<file path="config.mk">
export PLATFORM = sky130hd
export DESIGN_NAME = dsfb_flag_bank
export DESIGN_NICKNAME = d
export VERILOG_FILES = /design/src/include/dsfb_pkg.sv /design/src/design/dsfb_flag_bank.sv /design/src/design/dsfb_sync.sv
export SDC_FILE = /design/constraint.sdc
export NUM_CORES = 1
export LEC_CHECK = 0
export BUFFER_PORTS_ARGS = -buffer_cell sky130_fd_sc_hd__buf_2
export CORE_ASPECT_RATIO = 0.75
export CORE_MARGIN = 2
export CORE_UTILIZATION = 52
export CTS_BUF_LIST = sky130_fd_sc_hd__clkbuf_16
export DETAILED_ROUTE_END_ITERATION = 8
export GPL_TIMING_DRIVEN = 0
export HOLD_SLACK_MARGIN = 0.1
export PLACE_DENSITY = 0.9
export SETUP_SLACK_MARGIN = 0.3
export SLEW_MARGIN = 20
export SYNTH_ARGS = -nofsm -noshare
export SYNTH_HDL_FRONTEND = slang
export SYNTH_SLANG_ARGS = --single-unit
export TNS_END_PERCENT = 1
</file>
<file path="constraint.sdc">
create_clock -name REF_CLK_I -period 2.7 [get_ports REF_CLK_I]
set_clock_uncertainty 0.15 [all_clocks]
set_input_delay 0.405 -clock REF_CLK_I [delete_from_list [all_inputs] [get_ports REF_CLK_I]]
set_output_delay 0.405 -clock REF_CLK_I [all_outputs]
set_load 0.02 [all_outputs]
</file>
<file path="src/include/dsfb_pkg.sv">
// Package for the status and flag register bank: map, fields, reset values, timing
package dsfb_pkg;

  // Printed offsets are register indices; the byte address is four times the index
  localparam int IDX_W = 8;
  localparam logic [IDX_W-1:0] IDX_RSVD_A0 = 8'h23;
  localparam logic [IDX_W-1:0] IDX_RSVD_A1 = 8'h24;
  localparam logic [IDX_W-1:0] IDX_CONV_PWR = 8'h25;
  localparam logic [IDX_W-1:0] IDX_GAIN_SETTLE = 8'h26;
  localparam logic [IDX_W-1:0] IDX_RSVD_B0 = 8'h27;
  localparam logic [IDX_W-1:0] IDX_RSVD_B1 = 8'h28;
  localparam logic [IDX_W-1:0] IDX_RSVD_B2 = 8'h29;
  localparam logic [IDX_W-1:0] IDX_OVF_STICKY = 8'h2A;
  localparam logic [IDX_W-1:0] IDX_OVF_LIVE = 8'h2B;
  localparam logic [IDX_W-1:0] IDX_OC_STICKY = 8'h2C;
  localparam logic [IDX_W-1:0] IDX_RSVD_C = 8'h2D;
  localparam logic [IDX_W-1:0] IDX_OC_LIVE = 8'h2E;
  localparam logic [IDX_W-1:0] IDX_IRQ_STAT = 8'h3C;
  localparam logic [IDX_W-1:0] IDX_IRQ_MASK = 8'h3D;
  localparam logic [IDX_W-1:0] IDX_LINE_CTRL = 8'h3E;

  // Field positions
  localparam int BIT_CONV_PWR = 7;
  localparam int BIT_HP_PWR = 5;
  localparam int BIT_GAIN_OK = 4;
  localparam int BIT_OVF = 7;
  localparam int BIT_OC = 7;
  localparam int STAT_OVF = 0;
  localparam int STAT_OC = 1;
  localparam int CTRL_REPEAT = 0;
  localparam int CTRL_OVF_EN = 2;
  localparam int CTRL_OC_EN = 3;

  // Reset values
  localparam logic [7:0] RST_REG8 = 8'h00;
  localparam logic [1:0] RST_STAT = 2'h0;

  // Bus answers
  localparam logic [1:0] RESP_OKAY = 2'h0;
  localparam logic [1:0] RESP_SLVERR = 2'h2;

  // Gain code width and layout of the synchronised input vector
  localparam int GAIN_W = 6;
  localparam int SY_CONV = 0;
  localparam int SY_HP = 1;
  localparam int SY_OVF = 2;
  localparam int SY_OC = 3;
  localparam int SY_GA = 4;
  localparam int SY_GP = SY_GA + GAIN_W;
  localparam int SYNC_W = SY_GP + GAIN_W;

  // Interrupt line pulse width
  localparam int PULSE_TIME_US = 2000;
  localparam int CLK_MHZ = 25;
  localparam int PULSE_CYCLES_DEF = PULSE_TIME_US * CLK_MHZ;
  localparam int CNT_W = $clog2(PULSE_CYCLES_DEF + 1);

  // Conditioned inputs as one group
  typedef struct packed {
    logic conv_pwr;
    logic hp_pwr;
    logic gain_ok;
    logic ovf;
    logic oc;
  } dsfb_flags_t;

endpackage : dsfb_pkg
</file>
<file path="src/design/dsfb_flag_bank.sv">
// Converter and headphone status and flag register bank with AXI4-Lite slave
module dsfb_flag_bank #(
  parameter int unsigned PULSE_CYCLES = dsfb_pkg::PULSE_CYCLES_DEF
) (
  input wire logic REF_CLK_I,
  input wire logic RST_B_I,
  input wire logic CONV_PWR_I,
  input wire logic HP_PWR_I,
  input wire logic [dsfb_pkg::GAIN_W-1:0] GAIN_APPLIED_I,
  input wire logic [dsfb_pkg::GAIN_W-1:0] GAIN_PROGRAMMED_I,
  input wire logic CONV_OVF_I,
  input wire logic HP_OC_I,
  input wire logic [7:0] AXI_AWADDR_I,
  input wire logic [2:0] AXI_AWPROT_I,
  input wire logic AXI_AWVALID_I,
  output logic AXI_AWREADY_O,
  input wire logic [31:0] AXI_WDATA_I,
  input wire logic [3:0] AXI_WSTRB_I,
  input wire logic AXI_WVALID_I,
  output logic AXI_WREADY_O,
  output logic [1:0] AXI_BRESP_O,
  output logic AXI_BVALID_O,
  input wire logic AXI_BREADY_I,
  input wire logic [7:0] AXI_ARADDR_I,
  input wire logic [2:0] AXI_ARPROT_I,
  input wire logic AXI_ARVALID_I,
  output logic AXI_ARREADY_O,
  output logic [31:0] AXI_RDATA_O,
  output logic [1:0] AXI_RRESP_O,
  output logic AXI_RVALID_O,
  input wire logic AXI_RREADY_I,
  output logic IRQ_O,
  output logic IRQ_LINE_ONE_O
);
  import dsfb_pkg::*;

  // Register index of a byte address
  function automatic logic [IDX_W-1:0] to_idx(input logic [7:0] addr);
    to_idx = {2'b00, addr[7:2]};
  endfunction : to_idx

  // Mapped when word aligned and inside the flag range or the control group
  function automatic logic reg_ok(input logic [7:0] addr);
    logic [IDX_W-1:0] idx;
    idx = to_idx(addr);
    reg_ok = (addr[1:0] == 2'h0) &&
             (((idx >= IDX_RSVD_A0) && (idx <= IDX_OC_LIVE)) ||
              ((idx >= IDX_IRQ_STAT) && (idx <= IDX_LINE_CTRL)));
  endfunction : reg_ok

  // Input conditioning: every status and gain pin passes two flops before use
  logic [SYNC_W-1:0] raw;
  logic [SYNC_W-1:0] syn;
  dsfb_flags_t fl;

  assign raw = {GAIN_PROGRAMMED_I, GAIN_APPLIED_I, HP_OC_I, CONV_OVF_I, HP_PWR_I, CONV_PWR_I};

  dsfb_sync #(.W(SYNC_W)) u_sync (
    .clk_i(REF_CLK_I),
    .rst_b_i(RST_B_I),
    .d_i(raw),
    .q_o(syn)
  );

  // Gain comparison on synchronised words; a transient mismatch only drops the flag
  always_comb begin
    fl.conv_pwr = syn[SY_CONV];
    fl.hp_pwr = syn[SY_HP];
    fl.gain_ok = (syn[SY_GA +: GAIN_W] == syn[SY_GP +: GAIN_W]);
    fl.ovf = syn[SY_OVF];
    fl.oc = syn[SY_OC];
  end

  // Bus state
  logic aw_held_q, aw_held_d, w_held_q, w_held_d;
  logic [7:0] aw_addr_q, aw_addr_d;
  logic [31:0] w_data_q, w_data_d;
  logic [3:0] w_strb_q, w_strb_d;
  logic bvalid_q, bvalid_d, rvalid_q, rvalid_d;
  logic [1:0] bresp_q, bresp_d, rresp_q, rresp_d;
  logic [31:0] rdata_q, rdata_d;
  // Flag and interrupt state
  logic ovf_st_q, ovf_st_d, oc_st_q, oc_st_d;
  logic ovf_prev_q, ovf_prev_d, oc_prev_q, oc_prev_d;
  logic [1:0] stat_q, stat_d, mask_q, mask_d;
  logic [7:0] ctrl_q, ctrl_d;
  logic irq_q, irq_d;
  logic line_q, line_d, train_q, train_d;
  logic [CNT_W-1:0] pcnt_q, pcnt_d;
  // Combinational helpers
  logic aw_go, w_go, ar_go, wr_do, lane0;
  logic [7:0] wr_addr, rd_val;
  logic [31:0] wr_data;
  logic [IDX_W-1:0] ar_idx, wr_idx;
  logic clr_ovf, clr_oc, ev_ovf, ev_oc, line_ev, pulse_end;

  // Handshakes: a channel is ready while it has no held item and no answer is pending
  assign AXI_AWREADY_O = !aw_held_q && !bvalid_q;
  assign AXI_WREADY_O = !w_held_q && !bvalid_q;
  assign AXI_ARREADY_O = !rvalid_q;
  assign aw_go = AXI_AWVALID_I && AXI_AWREADY_O;
  assign w_go = AXI_WVALID_I && AXI_WREADY_O;
  assign ar_go = AXI_ARVALID_I && AXI_ARREADY_O;
  assign wr_addr = aw_held_q ? aw_addr_q : AXI_AWADDR_I;
  assign wr_data = w_held_q ? w_data_q : AXI_WDATA_I;
  assign lane0 = w_held_q ? w_strb_q[0] : AXI_WSTRB_I[0];
  assign wr_do = (aw_held_q || aw_go) && (w_held_q || w_go) && !bvalid_q;
  assign wr_idx = to_idx(wr_addr);
  assign ar_idx = to_idx(AXI_ARADDR_I);

  // Read-clear strobes taken at the address handshake of a sticky register
  assign clr_ovf = ar_go && reg_ok(AXI_ARADDR_I) && (ar_idx == IDX_OVF_STICKY);
  assign clr_oc = ar_go && reg_ok(AXI_ARADDR_I) && (ar_idx == IDX_OC_STICKY);
  assign ev_ovf = fl.ovf && !ovf_prev_q;
  assign ev_oc = fl.oc && !oc_prev_q;
  assign line_ev = (ev_ovf && ctrl_q[CTRL_OVF_EN]) || (ev_oc && ctrl_q[CTRL_OC_EN]);
  assign pulse_end = (pcnt_q == CNT_W'(PULSE_CYCLES - 1));

  // Read value mux; reserved bits and registers give zero
  always_comb begin
    rd_val = RST_REG8;
    if (ar_idx == IDX_CONV_PWR) begin
      rd_val[BIT_CONV_PWR] = fl.conv_pwr;
      rd_val[BIT_HP_PWR] = fl.hp_pwr;
    end else if (ar_idx == IDX_GAIN_SETTLE) begin
      rd_val[BIT_GAIN_OK] = fl.gain_ok;
    end else if (ar_idx == IDX_OVF_STICKY) begin
      rd_val[BIT_OVF] = ovf_st_q;
    end else if (ar_idx == IDX_OVF_LIVE) begin
      rd_val[BIT_OVF] = fl.ovf;
    end else if (ar_idx == IDX_OC_STICKY) begin
      rd_val[BIT_OC] = oc_st_q;
    end else if (ar_idx == IDX_OC_LIVE) begin
      rd_val[BIT_OC] = fl.oc;
    end else if (ar_idx == IDX_IRQ_STAT) begin
      rd_val[1:0] = stat_q;
    end else if (ar_idx == IDX_IRQ_MASK) begin
      rd_val[1:0] = mask_q;
    end else if (ar_idx == IDX_LINE_CTRL) begin
      rd_val = ctrl_q;
    end
  end

  // Bus next state: write address and data may arrive in either order
  always_comb begin
    aw_held_d = aw_held_q;
    aw_addr_d = aw_addr_q;
    w_held_d = w_held_q;
    w_data_d = w_data_q;
    w_strb_d = w_strb_q;
    bvalid_d = bvalid_q && !AXI_BREADY_I;
    bresp_d = bresp_q;
    rvalid_d = rvalid_q && !AXI_RREADY_I;
    rresp_d = rresp_q;
    rdata_d = rdata_q;
    if (aw_go) begin
      aw_held_d = 1'b1;
      aw_addr_d = AXI_AWADDR_I;
    end
    if (w_go) begin
      w_held_d = 1'b1;
      w_data_d = AXI_WDATA_I;
      w_strb_d = AXI_WSTRB_I;
    end
    if (wr_do) begin
      aw_held_d = 1'b0;
      w_held_d = 1'b0;
      bvalid_d = 1'b1;
      bresp_d = reg_ok(wr_addr) ? RESP_OKAY : RESP_SLVERR;
    end
    // Unmapped reads answer an error with zero data
    if (ar_go) begin
      rvalid_d = 1'b1;
      rresp_d = reg_ok(AXI_ARADDR_I) ? RESP_OKAY : RESP_SLVERR;
      rdata_d = reg_ok(AXI_ARADDR_I) ? {24'h000000, rd_val} : 32'h00000000;
    end
  end

  // Flag, status and line next state; setting always beats clearing
  always_comb begin
    ovf_prev_d = fl.ovf;
    oc_prev_d = fl.oc;
    ovf_st_d = fl.ovf || (ovf_st_q && !clr_ovf);
    oc_st_d = fl.oc || (oc_st_q && !clr_oc);
    stat_d = stat_q;
    mask_d = mask_q;
    ctrl_d = ctrl_q;
    // Writes to read-only or reserved registers are accepted and dropped
    if (wr_do && reg_ok(wr_addr) && lane0) begin
      if (wr_idx == IDX_IRQ_STAT) begin
        stat_d = stat_q & ~wr_data[1:0];
      end else if (wr_idx == IDX_IRQ_MASK) begin
        mask_d = wr_data[1:0];
      end else if (wr_idx == IDX_LINE_CTRL) begin
        ctrl_d = wr_data[7:0];
      end
    end
    if (ev_ovf) begin
      stat_d[STAT_OVF] = 1'b1;
    end
    if (ev_oc) begin
      stat_d[STAT_OC] = 1'b1;
    end
    irq_d = |(stat_d & mask_d);
    // Pulse line: one pulse per event, or a high/low train until a sticky read
    line_d = line_q;
    train_d = train_q;
    pcnt_d = pcnt_q;
    if (line_ev) begin
      line_d = 1'b1;
      train_d = ctrl_q[CTRL_REPEAT];
      pcnt_d = '0;
    end else if (clr_ovf || clr_oc) begin
      line_d = 1'b0;
      train_d = 1'b0;
      pcnt_d = '0;
    end else if (line_q || train_q) begin
      pcnt_d = pulse_end ? '0 : CNT_W'(pcnt_q + 1'b1);
      if (pulse_end) begin
        line_d = train_q ? !line_q : 1'b0;
      end
    end
  end

  // Registers
  always_ff @(posedge REF_CLK_I) begin
    if (!RST_B_I) begin
      aw_held_q <= 1'b0;
      aw_addr_q <= 8'h00;
      w_held_q <= 1'b0;
      w_data_q <= 32'h00000000;
      w_strb_q <= 4'h0;
      bvalid_q <= 1'b0;
      bresp_q <= RESP_OKAY;
      rvalid_q <= 1'b0;
      rresp_q <= RESP_OKAY;
      rdata_q <= 32'h00000000;
      ovf_st_q <= 1'b0;
      oc_st_q <= 1'b0;
      ovf_prev_q <= 1'b0;
      oc_prev_q <= 1'b0;
      stat_q <= RST_STAT;
      mask_q <= RST_STAT;
      ctrl_q <= RST_REG8;
      irq_q <= 1'b0;
      line_q <= 1'b0;
      train_q <= 1'b0;
      pcnt_q <= '0;
    end else begin
      aw_held_q <= aw_held_d;
      aw_addr_q <= aw_addr_d;
      w_held_q <= w_held_d;
      w_data_q <= w_data_d;
      w_strb_q <= w_strb_d;
      bvalid_q <= bvalid_d;
      bresp_q <= bresp_d;
      rvalid_q <= rvalid_d;
      rresp_q <= rresp_d;
      rdata_q <= rdata_d;
      ovf_st_q <= ovf_st_d;
      oc_st_q <= oc_st_d;
      ovf_prev_q <= ovf_prev_d;
      oc_prev_q <= oc_prev_d;
      stat_q <= stat_d;
      mask_q <= mask_d;
      ctrl_q <= ctrl_d;
      irq_q <= irq_d;
      line_q <= line_d;
      train_q <= train_d;
      pcnt_q <= pcnt_d;
    end
  end

  // Outputs, all from flops
  assign AXI_BVALID_O = bvalid_q;
  assign AXI_BRESP_O = bresp_q;
  assign AXI_RVALID_O = rvalid_q;
  assign AXI_RRESP_O = rresp_q;
  assign AXI_RDATA_O = rdata_q;
  assign IRQ_O = irq_q;
  assign IRQ_LINE_ONE_O = line_q;
endmodule : dsfb_flag_bank

</file>
<file path="src/design/dsfb_sync.sv">
// Two-stage synchroniser for a vector of independent level inputs
module dsfb_sync #(
  parameter int W = 1
) (
  input wire logic clk_i,
  input wire logic rst_b_i,
  input wire logic [W-1:0] d_i,
  output logic [W-1:0] q_o
);

  logic [W-1:0] meta_q;
  logic [W-1:0] sync_q;

  // Each bit has its own pair; the first stage feeds only the second
  for (genvar i = 0; i < W; i++) begin : g_bit
    always_ff @(posedge clk_i) begin
      if (!rst_b_i) begin
        meta_q[i] <= 1'b0;
        sync_q[i] <= 1'b0;
      end else begin
        meta_q[i] <= d_i[i];
        sync_q[i] <= meta_q[i];
      end
    end
  end

  assign q_o = sync_q;

endmodule : dsfb_sync

</file>
After elaboration in Yosys (flattened, before gate mapping)
Index checks and enable logic that the tools add are counted.
{"block": "word_totals", "ff_bits": 124, "input_bits": 81, "output_inout_bits": 43, "word_cells": 189}
{"block": "classes", "n_addsub": 1, "magnitude_cmp": 8, "n_eq_ne": 14, "muxes": 51, "n_bitwise": 6, "reduce_logical": 56}
{"op": "8-bit two-way mux", "count": 12}
{"op": "6-bit equality test (second input constant)", "count": 12}
{"op": "7-bit two-way mux", "count": 4}
{"op": "1-bit logical AND", "count": 26}
{"op": "6-bit greater-or-equal comparator (second input constant)", "count": 4}
{"op": "6-bit <= comparator (second input constant)", "count": 4}
{"op": "1-bit two-way mux", "count": 20}
{"op": "2-bit two-way mux", "count": 9}
{"op": "16-bit by 1-bit adder with 16-bit output (second input constant)", "count": 1}
{"op": "16-bit equality test (second input constant)", "count": 1}
{"op": "16-bit two-way mux", "count": 1}
{"op": "6-bit two-way mux", "count": 2}
{"op": "1-bit logical NOT", "count": 11}
{"op": "1-bit logical OR", "count": 9}
{"op": "6-bit equality test", "count": 1}
{"op": "3-bit nonzero test", "count": 2}
{"op": "5-bit two-way mux", "count": 1}
{"op": "2-bit AND", "count": 2}
{"op": "2-bit logical NOT", "count": 2}
{"op": "4-bit two-way mux", "count": 1}
{"op": "4-bit AND reduction", "count": 1}
{"op": "2-bit OR reduction", "count": 2}
{"op": "3-bit two-way mux", "count": 1}
{"op": "1-bit inverter", "count": 3}
{"op": "other kinds (4)", "count": 4}

Logic depth before layout (Yosys ltp)
Gate-level depths: netlist of the first run.
{"block": "logic_depth", "depth_word": 19, "depth_mapped": 8, "depth_no_buf": 7}

Cells and area by module
Synthesis of the first run repeated with hierarchy kept, for this count alone.
{"block": "hier_totals", "cells_unflattened": 466, "hier_area_um2": 4235.3}
{"mod": "dsfb_flag_bank", "instances": 1, "cells_each": 399, "area_each_um2": 3339.5, "seq_area_each_um2": 1321.3}
{"mod": "dsfb_sync", "instances": 1, "cells_each": 67, "area_each_um2": 895.9, "seq_area_each_um2": 640.6}

Worst setup path before layout of the first run
OpenSTA, ideal clock, no wires.
{"block": "synth_path", "path_type": "input to register", "startpoint": "in AXI_AWADDR_I[0]", "endpoint": "reg irq_q, in the netlist IRQ_O", "setup_ns": 0.117, "t_arrival_ns": 1.947, "slack_ns": 0.486, "stages": 6, "path_buffers": 0, "path_cell_list": "or4b_4 -> a21oi_2 -> o22ai_2 -> nor3_4 -> mux2_2 -> a22o_1"}
{"block": "synth_between", "elab_chain_cells": 9, "elab_cells_between_ends": 11, "cone_classes": "5 x mux; 1 x bitwise; 5 x reduce/logical"}
{"item": "start, declared", "line": "dsfb_flag_bank.sv:13", "source": "input wire logic [7:0] AXI_AWADDR_I,"}
{"item": "8-bit two-way mux *", "line": "dsfb_flag_bank.sv:104", "source": "assign wr_addr = aw_held_q ? aw_addr_q : AXI_AWADDR_I;"}
{"item": "2-bit logical NOT *", "line": "dsfb_flag_bank.sv:46", "source": "reg_ok = (addr[1:0] == 2'h0) &&"}
{"item": "1-bit logical AND *", "line": "dsfb_flag_bank.sv:46"}
{"item": "1-bit logical AND * (2 in a row)", "line": "dsfb_flag_bank.sv:189", "source": "if (wr_do && reg_ok(wr_addr) && lane0) begin"}
{"item": "2-bit two-way mux", "line": "dsfb_flag_bank.sv:189"}
{"item": "1-bit two-way mux, on equally long branches", "line": "dsfb_flag_bank.sv:198, dsfb_flag_bank.sv:201"}
{"item": "2-bit AND *", "line": "dsfb_flag_bank.sv:204", "source": "irq_d = |(stat_d & mask_d);"}
{"item": "2-bit OR reduction *", "line": "dsfb_flag_bank.sv:204"}
{"item": "end signal, assigned", "line": "dsfb_flag_bank.sv:267", "source": "irq_q <= irq_d;"}
{"item": "end, declared", "line": "dsfb_flag_bank.sv:87", "source": "logic irq_q, irq_d;"}
Every way passes the cells marked *; elsewhere a longest branch is shown, timed or not.
A chain may end at the register's enable or synchronous reset.

Worst setup path after layout of the first run
{"block": "layout_path", "startpoint": "reg aw_held_q", "endpoint": "reg irq_q, in the netlist IRQ_O"}
{"block": "layout_between", "elab_chain_cells": 12, "elab_cells_between_ends": 29, "cone_classes": "4 x order compare; 2 x eq/ne; 8 x mux; 1 x bitwise; 14 x reduce/logical"}
{"item": "start, declared", "line": "dsfb_flag_bank.sv:75", "source": "logic aw_held_q, aw_held_d, w_held_q, w_held_d;"}
{"item": "start signal, assigned", "line": "dsfb_flag_bank.sv:250", "source": "aw_held_q <= aw_held_d;"}
{"item": "parallel branches: the longest is 10 deep, another holds 6-bit greater-or-equal comparator"}
{"item": "2-bit AND *", "line": "dsfb_flag_bank.sv:204"}
{"item": "2-bit OR reduction *", "line": "dsfb_flag_bank.sv:204"}
Every way passes the cells marked *.

==> out/metrics.cfg, run 1 <==
[outcome]
status=completed

[worst_setup_path]
cpMaxStageDelayCell=or4b_4
path_delay_family=simple AND/OR/NAND/NOR gates
cp_cell_sequence=buf_6 > or4b_4 > a21oi_2 > o22ai_2 > nor3_4 > mux2_2 > a22o_1
reg2regPathDepth=7
cp-start-kind=flop
r2r_slack_ps=330
reg2reg_to=IRQ_O
worst_setup_path_end_kind=flop
critPathBufInv=1
arrival_ps=2440
worstPathMaxFanout=8
cpPeakStageDelay_ps=480
worstSetupStartpoint=aw_held_q
crit_required_ps=2770
crit_type=reg -> reg
rr_startpoint=aw_held_q

[clocking]
cts_buffers=9
root_buffer=clkbuf_16
cts_tree=built
clockBufferDepth=2
clkLatencyLatePin_ps=340
cts.sinks=98
htreeDepth=3
cts.clk_slew.worst_paths_ps=70
postCtsSetupBuffers=0

[place]
portBuffers=61
dp_hpwl_um=6900
gp_congestion=0.878
placed_cells=663
place_ws_ps=220

[synth]
ys_ff_latch=98
ys_warn_count=0
yosys.area.top_type_share_pct=45.6
syn_inst=472
ys_types=57
synth_top_area_cell=dfxtp_1
netlist_area_um2=4310
synth_flop_cell=dfxtp_1
ys_seq_area_share_pct=45.6
netlist_top_cells_area=dfxtp_1 (46%), and2_1 (5.8%), nand2_1 (5.8%)
async_flop_share_pct=0
avgSynthCellArea_um2=9.12
synth_common_cells=dfxtp_1 (98), nand2_1 (66), and2_1 (40), nor2_1 (37), buf_4 (26)
synth-edff-count=0
yosysMostFrequentCell=dfxtp_1

[finish]
post_route_cells_drive_above_1_share_pct=21.3
diodes=0
area.growth.synth_to_final_pct=19.7
stdcell_count=679
final_nets=651

[die]
dieArea_um2=9030
ios=124
fp-row-count=28
floorplan.initialDensity_pct=54.2
die_w_um=109
die_h_um=82.8
core-area_um2=7950

[power_and_ir_drop]
ir_drop_v=0.000438
p_leak_nw=2.22
power_density_nw_per_um2=620

[routing]
totalWireLength_um=9640
drt-initial-drc-count=164
drtPass1Iterations=4
ant_nets=0
vias=3602
wl_per_cell_um=14.2
drc=0
via_per_inst=5.30

[timing]
slew_headroom_pct=41.3
fin_crit_sh_pct=87.8
fin_crit_ps=2370
report.final.setup_viol=0
grt_setup_unrepaired=yes
final_hold_viol_count=0
drv_slew=0
tightest_slew_ps=872
fmax_mhz=422
setup_tns_ps=0
layout_setup_ws_ps=329

[global_routing]
grt_pass1_wl_um=15900
grt_max_degree=19
grt_usage_pct=22.1
overflow=0
grt_pass1_vias=3374
antenna_found_initial=0

[job]
cap_violations=0

[worst_hold_path]
whs_path_depth=2
hold_path.startpoint=GAIN_APPLIED_I[5]
hold_path.class=in -> reg
hold_end=u_sync.meta_q[9]

layout by cell type (no fill, tap or decap), types with 9 or more instances in the layout:
| cell type | count |
|---|---|
| a21boi_0 | 23 |
| and2_1 | 40 |
| buf_2 | 64 |
| buf_4 | 26 |
| clkbuf_1 | 14 |
| clkbuf_16 | 9 |
| conb_1 | 26 |
| dfxtp_1 | 98 |
| mux2i_1 | 11 |
| nand2_1 | 66 |
| nand3_1 | 15 |
| nor2_1 | 37 |
| nor2b_1 | 15 |
| o21ai_0 | 9 |
| xor2_1 | 14 |
worst max path at each step:
stage               slack (ps)  depth (start not counted)    endpoint
global route               240                          7  pcnt_q[12]
detailed placement         220                          7       IRQ_O
finish                     330                          7       IRQ_O
floorplan                  490                          6       IRQ_O
global placement           250                          7       IRQ_O
CTS                        340                          7       IRQ_O
where the power goes:
part / switching [W] / internal, W
Clock: 0.000573 / 0.000734
Sequential: 0.0000319 / 0.00150
Combinational: 0.000211 / 0.000147
Total: 0.000815 / 0.00238
metrics by stage:
step	power [W]	hold slack, ps	util (%)	area (µm²)
final	0.00320	117	64.8	5150
after detailed placement	0.00191	269	60.8	4840
after global routing	0.00331	115	64.8	5150
after floorplan	0.00181	262	-	4400
after global placement	0.00190	267	60.8	4840
after CTS	0.00320	113	64.7	5140
worst register-to-register path, cell delays in order (launching register included):
cell,delay [ps]
dfxtp_1,310
buf_6,130
or4b_4,490
a21oi_2,130
o22ai_2,180
nor3_4,260
mux2_2,380
a22o_1,240
layer usage:
| metal | track usage [%] | up-vias | routed length (µm) |
|---|---|---|---|
| met2 | 37.7 | 161 | 4750 |
| met1 | 28.1 | 1678 | 4160 |
| met5 | 0 | - | 0 |
| li1 | - | 1755 | - |
| met4 | 5.94 | 0 | 93 |
| met3 | 4.87 | 8 | 634 |
logic make-up (layout without fill, tap and decap cells):
kind of cell    count (synthesis)  after routing  share of synthesized area (%)
xor+xnor                       21             21                           4.27
compound gates                 77             77                           14.1
mux                            15             15                           3.60
buf+inv                        49            126                           6.97
other cells                     1             26                         0.0871
flops                          98             98                           45.6
fa+ha+maj                       1              1                          0.290
simple gates                  210            210                           25.1
cell type report:
class                   count  area, µm²
fillers                   648       2800
multi-input cells         350       2150
flip-flops and latches     98       1960
repair buffers             61        305
plain buffers              45        285
clock buffers               9        225
well taps                 105        131
clock inverters             7       82.6
inverters                   4       15.0
registers in the layout (all words and copies together), names as in the netlist, 2 cells and up:
signal	count
AXI_RDATA_O	8
aw_addr_q	8
ctrl_q	8
mask_q	2
pcnt_q	16
stat_q	2
u_sync.meta_q	16
u_sync.q_o	16
w_data_q	8
timing repair:
item | 4_1_cts | 5_1_grt
setup endpoints to repair | 0 | 15
hold buffers | 0 | 0
resized for setup | 0 | 1
Power figures use the tool's default switching activity.
==> run 2: changes to the inputs <==
--- a/config.mk
+++ b/config.mk
@@ -7,7 +7,7 @@
 export LEC_CHECK = 0
 export BUFFER_PORTS_ARGS = -buffer_cell sky130_fd_sc_hd__buf_2
 export CORE_ASPECT_RATIO = 0.75
-export CORE_MARGIN = 2
+export CORE_MARGIN = 8
 export CORE_UTILIZATION = 52
 export CTS_BUF_LIST = sky130_fd_sc_hd__clkbuf_16
 export DETAILED_ROUTE_END_ITERATION = 8
==> out/metrics.cfg, run 2 (synthesis gave the netlist of run 1 again) <==
[finish]
post_route_cells_drive_above_1_share_pct=21.0  ; -0.21 points
final_cell_mix=dfxtp_1 (98), nand2_1 (66), buf_2 (64)
area.growth.synth_to_final_pct=19.6  ; about the same
layout_commonest_cell=dfxtp_1
final_core_util_pct=64.7  ; about the same
diodes=0  ; unchanged
final_nets=652  ; +0.15%
stdcell_count=680  ; +0.15%

[job]
cap_violations=0  ; unchanged

[power_and_ir_drop]
pwr-share-comb_pct=11.3  ; about the same
power.internal_w=0.00236  ; -0.82%
p_sw_w=0.000779  ; -4.5%
seq_power_share_pct=48.7  ; +0.8 points
p_leak_nw=2.22  ; -0.19%
power_density_nw_per_um2=610  ; -1.7%
ir_drop_v=0.000420  ; -4.0%
power_frac_clock_pct=39.9  ; -1.0 points
power.share.switching_pct=24.8  ; -0.71 points

[timing]
setup_tns_ps=0  ; unchanged
fin_crit_sh_pct=85.4  ; -2.4 points
final_hold_viol_count=0  ; unchanged
drv_slew=0  ; unchanged
grt_setup_unrepaired=yes
hold_slack_ps=117  ; -0.464 ps
report.final.setup_viol=0  ; unchanged
fmax_mhz=434  ; +2.8%
fin_crit_ps=2310  ; -64.7 ps
slew_headroom_pct=37.8  ; -3.5 points
tightest_slew_ps=924  ; +52.0 ps

[die]
die_w_um=121  ; +11%
core-area_um2=7950  ; unchanged
die_h_um=94.8  ; +14%
ios=124  ; unchanged
floorplan.initialDensity_pct=54.2  ; unchanged
fp-row-count=28  ; unchanged
dieArea_um2=11500  ; +27%

[clocking]
cts.sinks=98  ; unchanged
cts_tree=built
root_buffer=clkbuf_16
cts.clk_slew.worst_paths_ps=70  ; about the same
htreeDepth=3  ; unchanged
clockBufferDepth=2  ; unchanged
clkLatencyLatePin_ps=340  ; about the same
cts_buffers=9  ; unchanged

[global_routing]
grt_pass1_wl_um=15700  ; -0.83%
overflow=0  ; unchanged
grt_max_degree=17  ; -2
antenna_found_initial=0  ; unchanged
grt_usage_pct=16.9  ; -5.3 points
grt_pass1_vias=3460  ; +2.5%

[worst_setup_path]
crit_required_ps=2780  ; about the same
cp-start-kind=flop
crit_type=reg -> reg
arrival_ps=2390  ; -50 ps
worstPathMaxFanout=8  ; unchanged
worst_setup_path_end_kind=flop

[routing]
drc=0  ; unchanged
totalWireLength_um=9790  ; +1.6%
drtPass1Iterations=4  ; unchanged
wl_per_cell_um=14.4  ; +1.5%
via_per_inst=5.05  ; -4.7%
drt-initial-drc-count=165  ; +0.61%
vias=3436  ; -4.6%
ant_nets=0  ; unchanged

[place]
dp_hpwl_um=7200  ; +4.3%
portBuffers=61  ; unchanged
gp_congestion=0.904  ; +3.1%
placed_cells=663  ; unchanged

[outcome]
status=completed

[worst_hold_path]
hold_path.class=in -> reg

[run 2: cell count changes in the layout (fill, tap and decap cells not counted), sizes merged]
cell    delta
clkinv     +4
inv        -4
buf        +1
[run 2: layer usage]
| metal | track usage (%) | up-vias | share of wire [%] |
|---|---|---|---|
| li1 | - | 1753 | - |
| met3 | 6.02 | 7 | 6.9 |
| met4 | 3.73 | 0 | 0.45 |
| met5 | 0 | - | 0 |
| met2 | 28.9 | 102 | 46 |
| met1 | 19.9 | 1574 | 46 |
[run 2: what timing repair did]
item / CTS / global route
setup endpoints to repair: 0 / 5
hold buffers: 0 / 0
setup buffers: 0 / 1
resized for setup: 0 / 1
[run 2: cell type report]
type | count | area (µm²)
repair buffers | 62 | 313
clock inverters | 7 | 70.1
fillers | 662 | 2800
clock buffers | 9 | 225
multi-input cells | 350 | 2150
well taps | 105 | 131
plain buffers | 45 | 285
inverters | 4 | 15.0
flip-flops and latches | 98 | 1960
[run 2: path summary, 6_finish.rpt]
path / start / to / slack, ps / depth (start not counted)
worst min register to register: u_sync.meta_q[9] / u_sync.q_o[9] / 290 / 1
worst max register to register: aw_held_q / IRQ_O / 390 / 7
worst min-delay path: GAIN_PROGRAMMED_I[5] / u_sync.meta_q[15] / 120 / 2
worst max-delay path: aw_held_q / IRQ_O / 390 / 7
[run 2: worst max-delay path: stages, from the launching register on]
cell	delay, ps
dfxtp_1	310
buf_6	130
or4b_4	480
a21oi_2	130
o22ai_2	170
nor3_4	250
mux2_2	360
a22o_1	200
[run 2: power groups by stage]
stage / logic, W / clock network (W) / registers (W)
after floorplan: 0.000244 / 0 / 0.00156
after global placement: 0.000338 / 0 / 0.00156
after detailed placement: 0.000349 / 0 / 0.00156
after CTS: 0.000353 / 0.00127 / 0.00153
after global routing: 0.000391 / 0.00134 / 0.00153
final: 0.000356 / 0.00125 / 0.00153
[run 2: metrics by stage]
step,total power [W],worst slack [ps],area [µm²]
3_5_place_dp,0.00191,269,4840
3_3_place_gp,0.00190,281,4840
5_1_grt,0.00326,298,5150
2_1_floorplan,0.00181,486,4400
4_1_cts,0.00315,358,5130
6_report,0.00314,394,5150
